===== src/inc/rsi_pkg.sv =====
// Package of types and constants for the reset initial state logic.
package rsi_pkg;

    // Operating state of the core when a reset event arrives.
    typedef enum logic [1:0] {
        RSI_MODE_FAST,
        RSI_MODE_SLOW,
        RSI_MODE_IDLE,
        RSI_MODE_SLEEP
    } rsi_mode_e;

    // Kind of reset decided in the cycle it arrives.
    typedef enum logic [2:0] {
        RSI_KIND_NONE,
        RSI_KIND_POR,
        RSI_KIND_LVR,
        RSI_KIND_WDT_RUN,
        RSI_KIND_WDT_IDLE
    } rsi_kind_e;

    // Target of a software write to one of the reset-defaulted registers.
    typedef enum logic [1:0] {
        RSI_SEL_INT_EN,
        RSI_SEL_TMR_EN,
        RSI_SEL_DIR_A,
        RSI_SEL_DIR_B
    } rsi_sel_e;

    // Reset events other than power-on, each a one-cycle pulse.
    typedef struct packed {
        logic low_voltage_reset;
        logic watchdog_timer;
    } rsi_event_s;

    // Software write strobe with its target and data.
    typedef struct packed {
        logic       we;
        rsi_sel_e   sel;
        logic [7:0] data;
    } rsi_sw_wr_s;

    // Timeout and power-down flags of the status register.
    typedef struct packed {
        logic timeout_flag;
        logic powerdown_flag;
    } rsi_flags_s;

    localparam int         RSI_DATA_W       = 8;
    localparam logic [7:0] RSI_INT_EN_RST   = 8'h00;
    localparam logic [7:0] RSI_TMR_EN_RST   = 8'h00;
    localparam logic [7:0] RSI_DIR_RST      = 8'hff;
    localparam logic       RSI_FLAG_POR     = 1'b0;
    localparam logic       RSI_FLAG_SET     = 1'b1;
    localparam int         RSI_HOLD_CYCLES  = 1;

endpackage


===== src/design/rsi_def_reg.sv =====
// One register that loads a reset default or keeps its contents.
`timescale 1ns/1ps

module rsi_def_reg #(
    parameter int               WIDTH   = 8,
    parameter logic [WIDTH-1:0] DEFAULT = '0
) (
    input  wire logic             sys_clk_in,
    input  wire logic             load_default_in,
    input  wire logic             we_in,
    input  wire logic [WIDTH-1:0] wdata_in,
    output logic      [WIDTH-1:0] q_out
);

    // A default load outranks a write so a reset always lands cleanly.
    always_ff @(posedge sys_clk_in) begin
        if (load_default_in) begin
            q_out <= DEFAULT;
        end else if (we_in) begin
            q_out <= wdata_in;
        end
    end

endmodule


===== src/design/rsi_reset_state.sv =====
// Reset initial state logic: status flags, core reset values and peripheral defaults.
//
// Notes on behaviour
// - Power-on reset clears timeout and power-down flags to zero.
// - Low-voltage reset in fast or slow state leaves both flags unchanged.
// - Running watchdog reset sets timeout flag, keeps power-down flag.
// - Watchdog reset in idle or sleep sets both flags.
// - After power-on every interrupt source stays disabled until software enables it.
// - Reset clears watchdog and time-base counters; watchdog restarts from zero.
// - After power-on all timer modules are off until software enables them.
// - After power-on all port direction bits are one, pins are inputs.
// - After power-on the stack pointer points at the stack top.
// - Idle watchdog reset keeps registers; other resets load defaults.
// - Idle watchdog reset still clears program counter and stack pointer.
`timescale 1ns/1ps

module rsi_reset_state
    import rsi_pkg::*;
#(
    parameter int PC_W    = 13,
    parameter int SP_W    = 3,
    parameter int WDT_W   = 16,
    parameter int TB_W    = 16,
    parameter int TMR_W   = 4
) (
    input  wire logic                  sys_clk_in,
    input  wire logic                  rst_in,
    input  wire rsi_pkg::rsi_event_s   event_in,
    input  wire rsi_pkg::rsi_mode_e    mode_in,
    input  wire logic                  clr_flags_in,
    input  wire logic                  sleep_entry_in,
    input  wire logic                  wdt_clear_in,
    input  wire logic                  fetch_step_in,
    input  wire rsi_pkg::rsi_sw_wr_s   sw_wr_in,
    output rsi_pkg::rsi_flags_s        flags_out,
    output rsi_pkg::rsi_kind_e         last_kind_out,
    output logic                       core_hold_out,
    output logic [PC_W-1:0]            pc_out,
    output logic [SP_W-1:0]            sp_out,
    output logic [WDT_W-1:0]           wdt_count_out,
    output logic [TB_W-1:0]            tb_count_out,
    output logic [7:0]                 int_en_out,
    output logic [TMR_W-1:0]           tmr_en_out,
    output logic [7:0]                 dir_a_out,
    output logic [7:0]                 dir_b_out
);
    import rsi_pkg::*;

    localparam logic [SP_W-1:0] SP_TOP   = '0;
    localparam logic [PC_W-1:0] PC_RESET = '0;

    rsi_kind_e  kind_next;
    logic       any_event;
    logic       idle_mode;
    logic       load_default;
    logic       sw_ok;
    logic [7:0] int_en_q;
    logic [TMR_W-1:0] tmr_en_q;
    logic [7:0] dir_a_q;
    logic [7:0] dir_b_q;

    // Classify the incoming reset; power-on wins, then watchdog, then low voltage.
    always_comb begin
        idle_mode = (mode_in == RSI_MODE_IDLE) || (mode_in == RSI_MODE_SLEEP);
        if (rst_in) begin
            kind_next = RSI_KIND_POR;
        end else if (event_in.watchdog_timer) begin
            kind_next = idle_mode ? RSI_KIND_WDT_IDLE : RSI_KIND_WDT_RUN;
        end else if (event_in.low_voltage_reset && !idle_mode) begin
            kind_next = RSI_KIND_LVR;   // Low-voltage detection is off in idle or sleep.
        end else begin
            kind_next = RSI_KIND_NONE;
        end
        any_event = (kind_next != RSI_KIND_NONE);
    end

    // retention choice
    // Only the idle watchdog reset keeps register contents.
    assign load_default = any_event && (kind_next != RSI_KIND_WDT_IDLE);
    // Software writes are ignored while the core is held or a reset arrives.
    assign sw_ok = sw_wr_in.we && !any_event && !core_hold_out;

    // Remember which reset came last so software can tell the cause.
    always_ff @(posedge sys_clk_in) begin
        if (any_event) begin
            last_kind_out <= kind_next;
        end
    end

    // hold then release
    // The core is held during power-on reset and one cycle after any event.
    always_ff @(posedge sys_clk_in) begin
        core_hold_out <= any_event;
    end

    // flags on reset
    // Reset events outrank software so a set is never lost to a clear.
    always_ff @(posedge sys_clk_in) begin
        case (kind_next)
            RSI_KIND_POR: begin
                flags_out.timeout_flag   <= RSI_FLAG_POR;
                flags_out.powerdown_flag <= RSI_FLAG_POR;
            end
            RSI_KIND_WDT_RUN: begin
                flags_out.timeout_flag   <= RSI_FLAG_SET;
            end
            RSI_KIND_WDT_IDLE: begin
                flags_out.timeout_flag   <= RSI_FLAG_SET;
                flags_out.powerdown_flag <= RSI_FLAG_SET;
            end
            RSI_KIND_LVR: begin
                flags_out <= flags_out;
            end
            RSI_KIND_NONE: begin
                if (clr_flags_in) begin
                    flags_out <= '0;
                end else if (sleep_entry_in) begin
                    flags_out.timeout_flag   <= 1'b0;
                    flags_out.powerdown_flag <= 1'b1;
                end
            end
            default: begin
                flags_out <= flags_out;
            end
        endcase
    end

    // core pointers cleared
    // Every reset kind, the idle watchdog one included, restarts the core at zero.
    always_ff @(posedge sys_clk_in) begin
        if (any_event) begin
            pc_out <= PC_RESET;
        end else if (fetch_step_in && !core_hold_out) begin
            pc_out <= pc_out + PC_W'(1);
        end
    end

    always_ff @(posedge sys_clk_in) begin
        if (any_event) begin
            sp_out <= SP_TOP;
        end
    end

    // counters restart
    // The watchdog counts on from zero in the very cycle after reset.
    always_ff @(posedge sys_clk_in) begin
        if (any_event || wdt_clear_in) begin
            wdt_count_out <= '0;
        end else begin
            wdt_count_out <= wdt_count_out + WDT_W'(1);
        end
    end

    // Time base runs freely between resets.
    always_ff @(posedge sys_clk_in) begin
        if (any_event) begin
            tb_count_out <= '0;
        end else begin
            tb_count_out <= tb_count_out + TB_W'(1);
        end
    end

    rsi_def_reg #(.WIDTH(8), .DEFAULT(RSI_INT_EN_RST)) u_int_en (
        .sys_clk_in      (sys_clk_in),
        .load_default_in (load_default),
        .we_in           (sw_ok && (sw_wr_in.sel == RSI_SEL_INT_EN)),
        .wdata_in        (sw_wr_in.data),
        .q_out           (int_en_q)
    );

    // timers off
    // Only the low bits of the write carry timer enables; the rest are dropped on purpose.
    rsi_def_reg #(.WIDTH(TMR_W), .DEFAULT(RSI_TMR_EN_RST[TMR_W-1:0])) u_tmr_en (
        .sys_clk_in      (sys_clk_in),
        .load_default_in (load_default),
        .we_in           (sw_ok && (sw_wr_in.sel == RSI_SEL_TMR_EN)),
        .wdata_in        (sw_wr_in.data[TMR_W-1:0]),
        .q_out           (tmr_en_q)
    );

    rsi_def_reg #(.WIDTH(8), .DEFAULT(RSI_DIR_RST)) u_dir_a (
        .sys_clk_in      (sys_clk_in),
        .load_default_in (load_default),
        .we_in           (sw_ok && (sw_wr_in.sel == RSI_SEL_DIR_A)),
        .wdata_in        (sw_wr_in.data),
        .q_out           (dir_a_q)
    );

    rsi_def_reg #(.WIDTH(8), .DEFAULT(RSI_DIR_RST)) u_dir_b (
        .sys_clk_in      (sys_clk_in),
        .load_default_in (load_default),
        .we_in           (sw_ok && (sw_wr_in.sel == RSI_SEL_DIR_B)),
        .wdata_in        (sw_wr_in.data),
        .q_out           (dir_b_q)
    );

    // Outputs are the register flops themselves.
    assign int_en_out = int_en_q;
    assign tmr_en_out = tmr_en_q;
    assign dir_a_out  = dir_a_q;
    assign dir_b_out  = dir_b_q;

    // Checks on the reset behaviour follow.

    a_por_flags_clear: assert property (@(posedge sys_clk_in)
        $fell(rst_in) |-> (flags_out == '0))
        else $error("flags not cleared by power-on reset");

    a_lvr_flags_kept: assert property (@(posedge sys_clk_in) disable iff (rst_in)
        (event_in.low_voltage_reset && !event_in.watchdog_timer && !idle_mode)
        |=> (flags_out == $past(flags_out)))
        else $error("low-voltage reset changed flags");

    a_wdt_run_flags: assert property (@(posedge sys_clk_in) disable iff (rst_in)
        (event_in.watchdog_timer && !idle_mode)
        |=> flags_out.timeout_flag && (flags_out.powerdown_flag == $past(flags_out.powerdown_flag)))
        else $error("running watchdog reset flags wrong");

    a_wdt_idle_flags: assert property (@(posedge sys_clk_in) disable iff (rst_in)
        (event_in.watchdog_timer && idle_mode) |=> (flags_out == 2'b11))
        else $error("idle watchdog reset flags wrong");

    a_int_off_por: assert property (@(posedge sys_clk_in)
        $fell(rst_in) |-> (int_en_out == RSI_INT_EN_RST))
        else $error("interrupts enabled after power-on");

    a_wdt_count_restart: assert property (@(posedge sys_clk_in) disable iff (rst_in)
        (any_event && !wdt_clear_in) |=> (wdt_count_out == '0) && (tb_count_out == '0)
        ##1 ((wdt_count_out == WDT_W'(1)) || $past(wdt_clear_in) || $past(any_event)))
        else $error("watchdog did not restart from zero");

    a_tmr_off_por: assert property (@(posedge sys_clk_in)
        $fell(rst_in) |-> (tmr_en_out == '0))
        else $error("timers running after power-on");

    a_dir_input_por: assert property (@(posedge sys_clk_in)
        $fell(rst_in) |-> (dir_a_out == RSI_DIR_RST) && (dir_b_out == RSI_DIR_RST))
        else $error("ports not inputs after power-on");

    a_sp_top_por: assert property (@(posedge sys_clk_in)
        $fell(rst_in) |-> (sp_out == SP_TOP))
        else $error("stack pointer not at top");

    a_idle_keep_regs: assert property (@(posedge sys_clk_in) disable iff (rst_in)
        (event_in.watchdog_timer && idle_mode)
        |=> $stable(int_en_out) && $stable(dir_a_out) && $stable(tmr_en_out)
            && $stable(dir_b_out))
        else $error("idle watchdog reset altered registers");

    a_idle_pc_sp: assert property (@(posedge sys_clk_in) disable iff (rst_in)
        (event_in.watchdog_timer && idle_mode) |=> (pc_out == '0) && (sp_out == '0))
        else $error("pc or sp not cleared on idle watchdog");

    a_release_timing: assert property (@(posedge sys_clk_in) disable iff (rst_in)
        (event_in.watchdog_timer && !idle_mode)
        |=> core_hold_out && (int_en_out == RSI_INT_EN_RST) && (pc_out == '0)
        ##1 (!core_hold_out || $past(any_event)))
        else $error("defaults not in place at core release");

endmodule


===== config.mk =====
export PLATFORM = sky130hd
export DESIGN_NAME = rsi_reset_state
export DESIGN_NICKNAME = d
export VERILOG_FILES = /design/src/inc/rsi_pkg.sv /design/src/design/rsi_def_reg.sv /design/src/design/rsi_reset_state.sv
export SDC_FILE = /design/constraint.sdc
export NUM_CORES = 1
export LEC_CHECK = 0
export ABC_CLOCK_PERIOD_IN_PS = 3510
export BUFFER_PORTS_ARGS = -buffer_cell sky130_fd_sc_hd__buf_2
export CAP_MARGIN = 10
export CORE_MARGIN = 2
export CORE_UTILIZATION = 40
export DETAILED_ROUTE_END_ITERATION = 12
export HOLD_SLACK_MARGIN = 0.06
export SYNTH_ARGS = -nofsm -noshare
export SYNTH_HDL_FRONTEND = slang
export SYNTH_SLANG_ARGS = --single-unit

===== constraint.sdc =====
create_clock -name sys_clk_in -period 3.51 [get_ports sys_clk_in]
set_input_delay 0.8775 -clock sys_clk_in [delete_from_list [all_inputs] [get_ports sys_clk_in]]
set_output_delay 0.8775 -clock sys_clk_in [all_outputs]
set_load 0.01 [all_outputs]

After elaboration in Yosys (flattened, before gate mapping) --
Index checks and enable logic that the tools add are counted.
Storage, ports and cells: input bits 21, register bits 79, logic and storage cells 54, output and inout port bits 82
Operators by class: reduce and logical (&&, ||, !) cells 22, add/subtract/negate cells 3, eq/ne operators 10, mux-type cells 8
Operators with widths (count):
- $add A16 B1 Y16 const B | 2
- $add A13 B1 Y13 const B | 1
- $logic_and A1 B1 Y1 | 9
- $mux W3 | 3
- $reduce_bool A3 Y1 | 3
- $eq A2 B2 Y1 const B | 4
- $mux W2 | 3
- $ne A3 B3 Y1 const B | 2
- $pmux W1 S3 | 2
- $reduce_and A2 Y1 | 2
- $eq A3 B1 Y1 const B | 1
- $eq A3 B2 Y1 const B | 1
- $eq A3 B3 Y1 const B | 1
- $logic_not A1 Y1 | 3
- $logic_not A3 Y1 | 1
- $eq A2 B1 Y1 const B | 1
- $logic_not A2 Y1 | 1
- $logic_or A1 B1 Y1 | 2
- $reduce_or A2 Y1 | 1

Logic depth before layout (Yosys ltp) --
depth in word-level cells 12, mapped depth 5, gate-level depth less buffers 4

Modules after synthesis --
A second synthesis with hierarchy kept.
Second synthesis, totals: cell total of the unflattened synthesis 342, area total of the unflattened synthesis 3256.9 um^2
Modules (own cells, without submodules):
- rsi_reset_state | area each 2225.9 um^2, times used 1, sequential area each 1071.0 um^2, cells each 251
- rsi_def_reg (u_dir_a ...) | area each 302.8 um^2, times used 2, sequential area each 160.2 um^2, cells each 26
- rsi_def_reg (u_int_en) | area each 285.3 um^2, times used 1, sequential area each 160.2 um^2, cells each 26
- rsi_def_reg (u_tmr_en) | area each 140.1 um^2, times used 1, sequential area each 80.1 um^2, cells each 13

Worst setup path before layout --
No wires, ideal clock.
kind input port to flip-flop, from input sw_wr_in[9] (netlist name), to register u_int_en.q_out[0], setup slack 1.461 ns, data required time 3.378 ns, path buffers 2, stages on the path 5, arrival time 1.917 ns, library setup time 0.132 ns, cell sequence buf_2 -> or4b_1 -> buf_2 -> o31ai_1 -> a21oi_1
On the way: longest elaborated chain between the ends 2
Ends and longest elaborated chain:
- start, declared | line rsi_reset_state.sv:34 | input wire rsi_pkg::rsi_sw_wr_s sw_wr_in,
- $logic_not A2 Y1 | line rsi_reset_state.sv:166 | .we_in (sw_ok && (sw_wr_in.sel == RSI_SEL_INT_EN)),
- $logic_and A1 B1 Y1 | line rsi_reset_state.sv:166
- end signal, assigned | line rsi_def_reg.sv:20 | q_out <= wdata_in;
- end, declared | line rsi_def_reg.sv:12 | output logic [WIDTH-1:0] q_out
Every way passes these cells. A chain may end at the register's enable or synchronous reset.

Worst setup path after layout --
from register core_hold_out, to output core_hold_out
RTL lines:
- start, declared | line rsi_reset_state.sv:37 | output logic core_hold_out,
- start signal, assigned | line rsi_reset_state.sv:93 | core_hold_out <= any_event;
No word-level cell between the ends.

==> metrics.txt <==
status=completed; CP Cell Sequence=buf_2; sequential share of power=0.508; relative slew slack=0.4866; Final Hold Slack=about 480 ps; Mapped Cells=between 400 and 500; wire length per cell=between 15 and 20 microns; Syn. warnings=0; final-report hold violation count=0; Initial Utilization=0.4139; CTS sink count=79; sequential share of the synthesized area=0.4520; largest net degree at the start of global routing=about 40; Critical R2R Capture=wdt_count_out[12]; Site Rows=34; CTS tree=done; dominant synthesized flop cell=dfxtp_1; CTS root buf=clkbuf_8; Iter 0 DRT Violations=130; vias in the first global route=approximately 3100; footprint of the multi-input gates=around 1800 sq um; final WL=9392 microns; fraction of registers with async set/reset=0; Die X=99.00 microns; fmax=501.1 MHz; Buf+Inv Stages, Crit Path=1; CP endpoint kind=output port; clock network power share=0.433; number of flops mapped to enable cells by yosys=5; nets=just over 500; Core Box Area=slightly below 9000 sq um; first-pass GRT wire length=about 15000 microns; die extent in y=about 99 microns; hpwl dp=between 6000 and 7000 microns; Clock Latency Late Sink=roughly 340 ps; flop2flop setup slack=1760 ps; Hold Path End=u_tmr_en.q_out[3]; Max IR drop VDD=~0.00019 V; Internal=~1400 uW; Sum Neg Setup Slack=0 ps; FF+latch area=about 1600 sq um; number of buffer cells added on primary ports=~100; cts repair resizes=0; Final min period=1995 ps; reg2reg path depth=4; CP Launch Type=register; Least-Margin Pin Slew=between 700 and 800 ps; cts-stage hold buffer count=0; WS Path Type=register to output port; Worst-path clk slew=80 ps; global route total overflow=0; P_sw=around 410 uW; PnR worst setup slack=between 1500 and 2000 ps; Layout fillers=between 800 and 900; share of layout cells above drive strength 1=0.2567; final setup fails=0; Total Power=~1800 uW; crit-path max FO=13; Cells on Worst Hold Path=2; CTS buffer count=9; critical path required time=~2600 ps; IO Pins=103; leak pwr=between 0.0015 and 0.002 uW; Max-Cap Viols=0; worst slack, placed=~1200 ps; CP arrival=roughly 1100 ps; DRC Markers=0; initial antenna violation count=0; period utilization=0.5685; Ant. Diodes=0; drt first pass iters=4; CP peak stage delay=around 570 ps; RSZ-0062 raised after global routing=false; Synth cell types=42; clock skew=between 7 and 8 ps; reg2reg start=wdt_count_out[0]; Synth Cell Area=3610 sq um; crit path max-delay cell type=dfxtp_1; Final Wtd Congestion=roughly 0.78; Die Area=between 9000 and 10000 sq um; Design Area, Final=about 4400 sq um; GRT Total Usage=0.1912; Worst Hold Class=register to register; Via-to-Cell Ratio=roughly 5.8; final slew viol count=0; Sw Ratio=0.2254; post-CTS setup repair buffer count=0; Placed Area=about 4100 sq um; via count=~3500; delay-heaviest family, CP=flip-flops; synthesized flop and latch total=79; H-Tree Depth=3; Hold Startpoint=u_tmr_en.q_out[3]; Mean Syn Cell Area=~9 sq um; synthesis-to-finish area growth=20.69%; Logic pwr share=0.059; P per Cell Area=between 400 and 500 nW/um^2; CTS Buffer Depth=2; ANT nets after route=0
-- cells by family (layout without fill, tap and decap cells) --
family / after synthesis / after routing / share of synthesized area
simple gates: 151 / 151 / 0.2620
compound gates: 102 / 102 / 0.1657
flops: 79 / 79 / 0.4520
buf+inv: 46 / 129 / 0.05581
mux: 12 / 12 / 0.03362
xor+xnor: 8 / 8 / 0.01941
fa+ha+maj: 3 / 3 / 0.01040
other cells: 1 / 3 / 0.001039
-- metal layers --
metal  global-route usage  routed length, microns  up-vias
met5                    0                       0        -
met4              0.07482                     157        0
met3              0.03475                     454       13
met2               0.2869                    4354       98
met1               0.2722                    4427     1641
li1                     -                       -     1705
-- layout make-up --
type,instances,area share
multi-input combinational,279,0.4107
sequential,79,0.3745
timing repair buffer,103,0.1212
clock buffer,11,0.03733
tap,108,0.03102
clock inverter,3,0.01493
inverter,12,0.01034
-- flip-flops by register name, indices dropped and copies added, names as in the netlist --
register and flops:
last_kind_out 3, u_tmr_en.q_out 4, tb_count_out 16, wdt_count_out 16, u_dir_a.q_out 8, flags_out 2
u_dir_b.q_out 8, pc_out 13, u_int_en.q_out 8, core_hold_out 1
-- per-stage QoR --
stage | util | cells
after floorplan | - | 404
after global placement | 0.4735 | 581
after detailed placement | 0.4735 | 581
after CTS | 0.4996 | 595
after global routing | 0.4996 | 595
final | 0.4996 | 595
-- power by group through the flow --
stage	clock [uW]	combinational (uW)	sequential, uW
after CTS	791	105	919
after global routing	836	116	920
after global placement	0	104	940
after floorplan	0	63.7	943
after detailed placement	0	105	940
final	783	106	919
-- worst max path at each step --
stage	from	to	cells past startpoint
4_1_cts	core_hold_out	core_hold_out	1
3_5_place_dp	rst_in	pc_out[8]	5
3_3_place_gp	rst_in	wdt_count_out[5]	4
5_1_grt	rst_in	pc_out[6]	5
2_1_floorplan	sw_wr_in[9]	u_int_en.q_out[0]	5
6_report	core_hold_out	core_hold_out	1
-- synth_stat cells, drive strengths merged, types with 5 or more instances --
cell type  count  share of area
nand4         23          0.043
or4           15          0.031
a31oi         16          0.028
inv           12          0.012
o21ai         25          0.035
dfxtp         74           0.41
nand4b         6          0.015
nand3         19          0.026
edfxtp         5          0.042
o31ai         25          0.052
clkbuf        21          0.022
or3           16          0.028
nor4          29          0.050
mux2i         11          0.031
nand2         11          0.011
buf           13          0.021
a21oi         34          0.047
nor2          14          0.015
-- cell usage in the layout (no fill, tap or decap), types with 12 or more instances in the layout --
cell,count
a31oi_1,16
nand4_1,21
o31ai_1,25
or4_1,15
or3_1,16
nor2_1,13
dfxtp_1,74
o21ai_0,15
buf_2,98
a21oi_1,34
inv_1,12
nand3_1,19
nor4_1,29
Note: power is estimated with default switching activity, not from simulation.
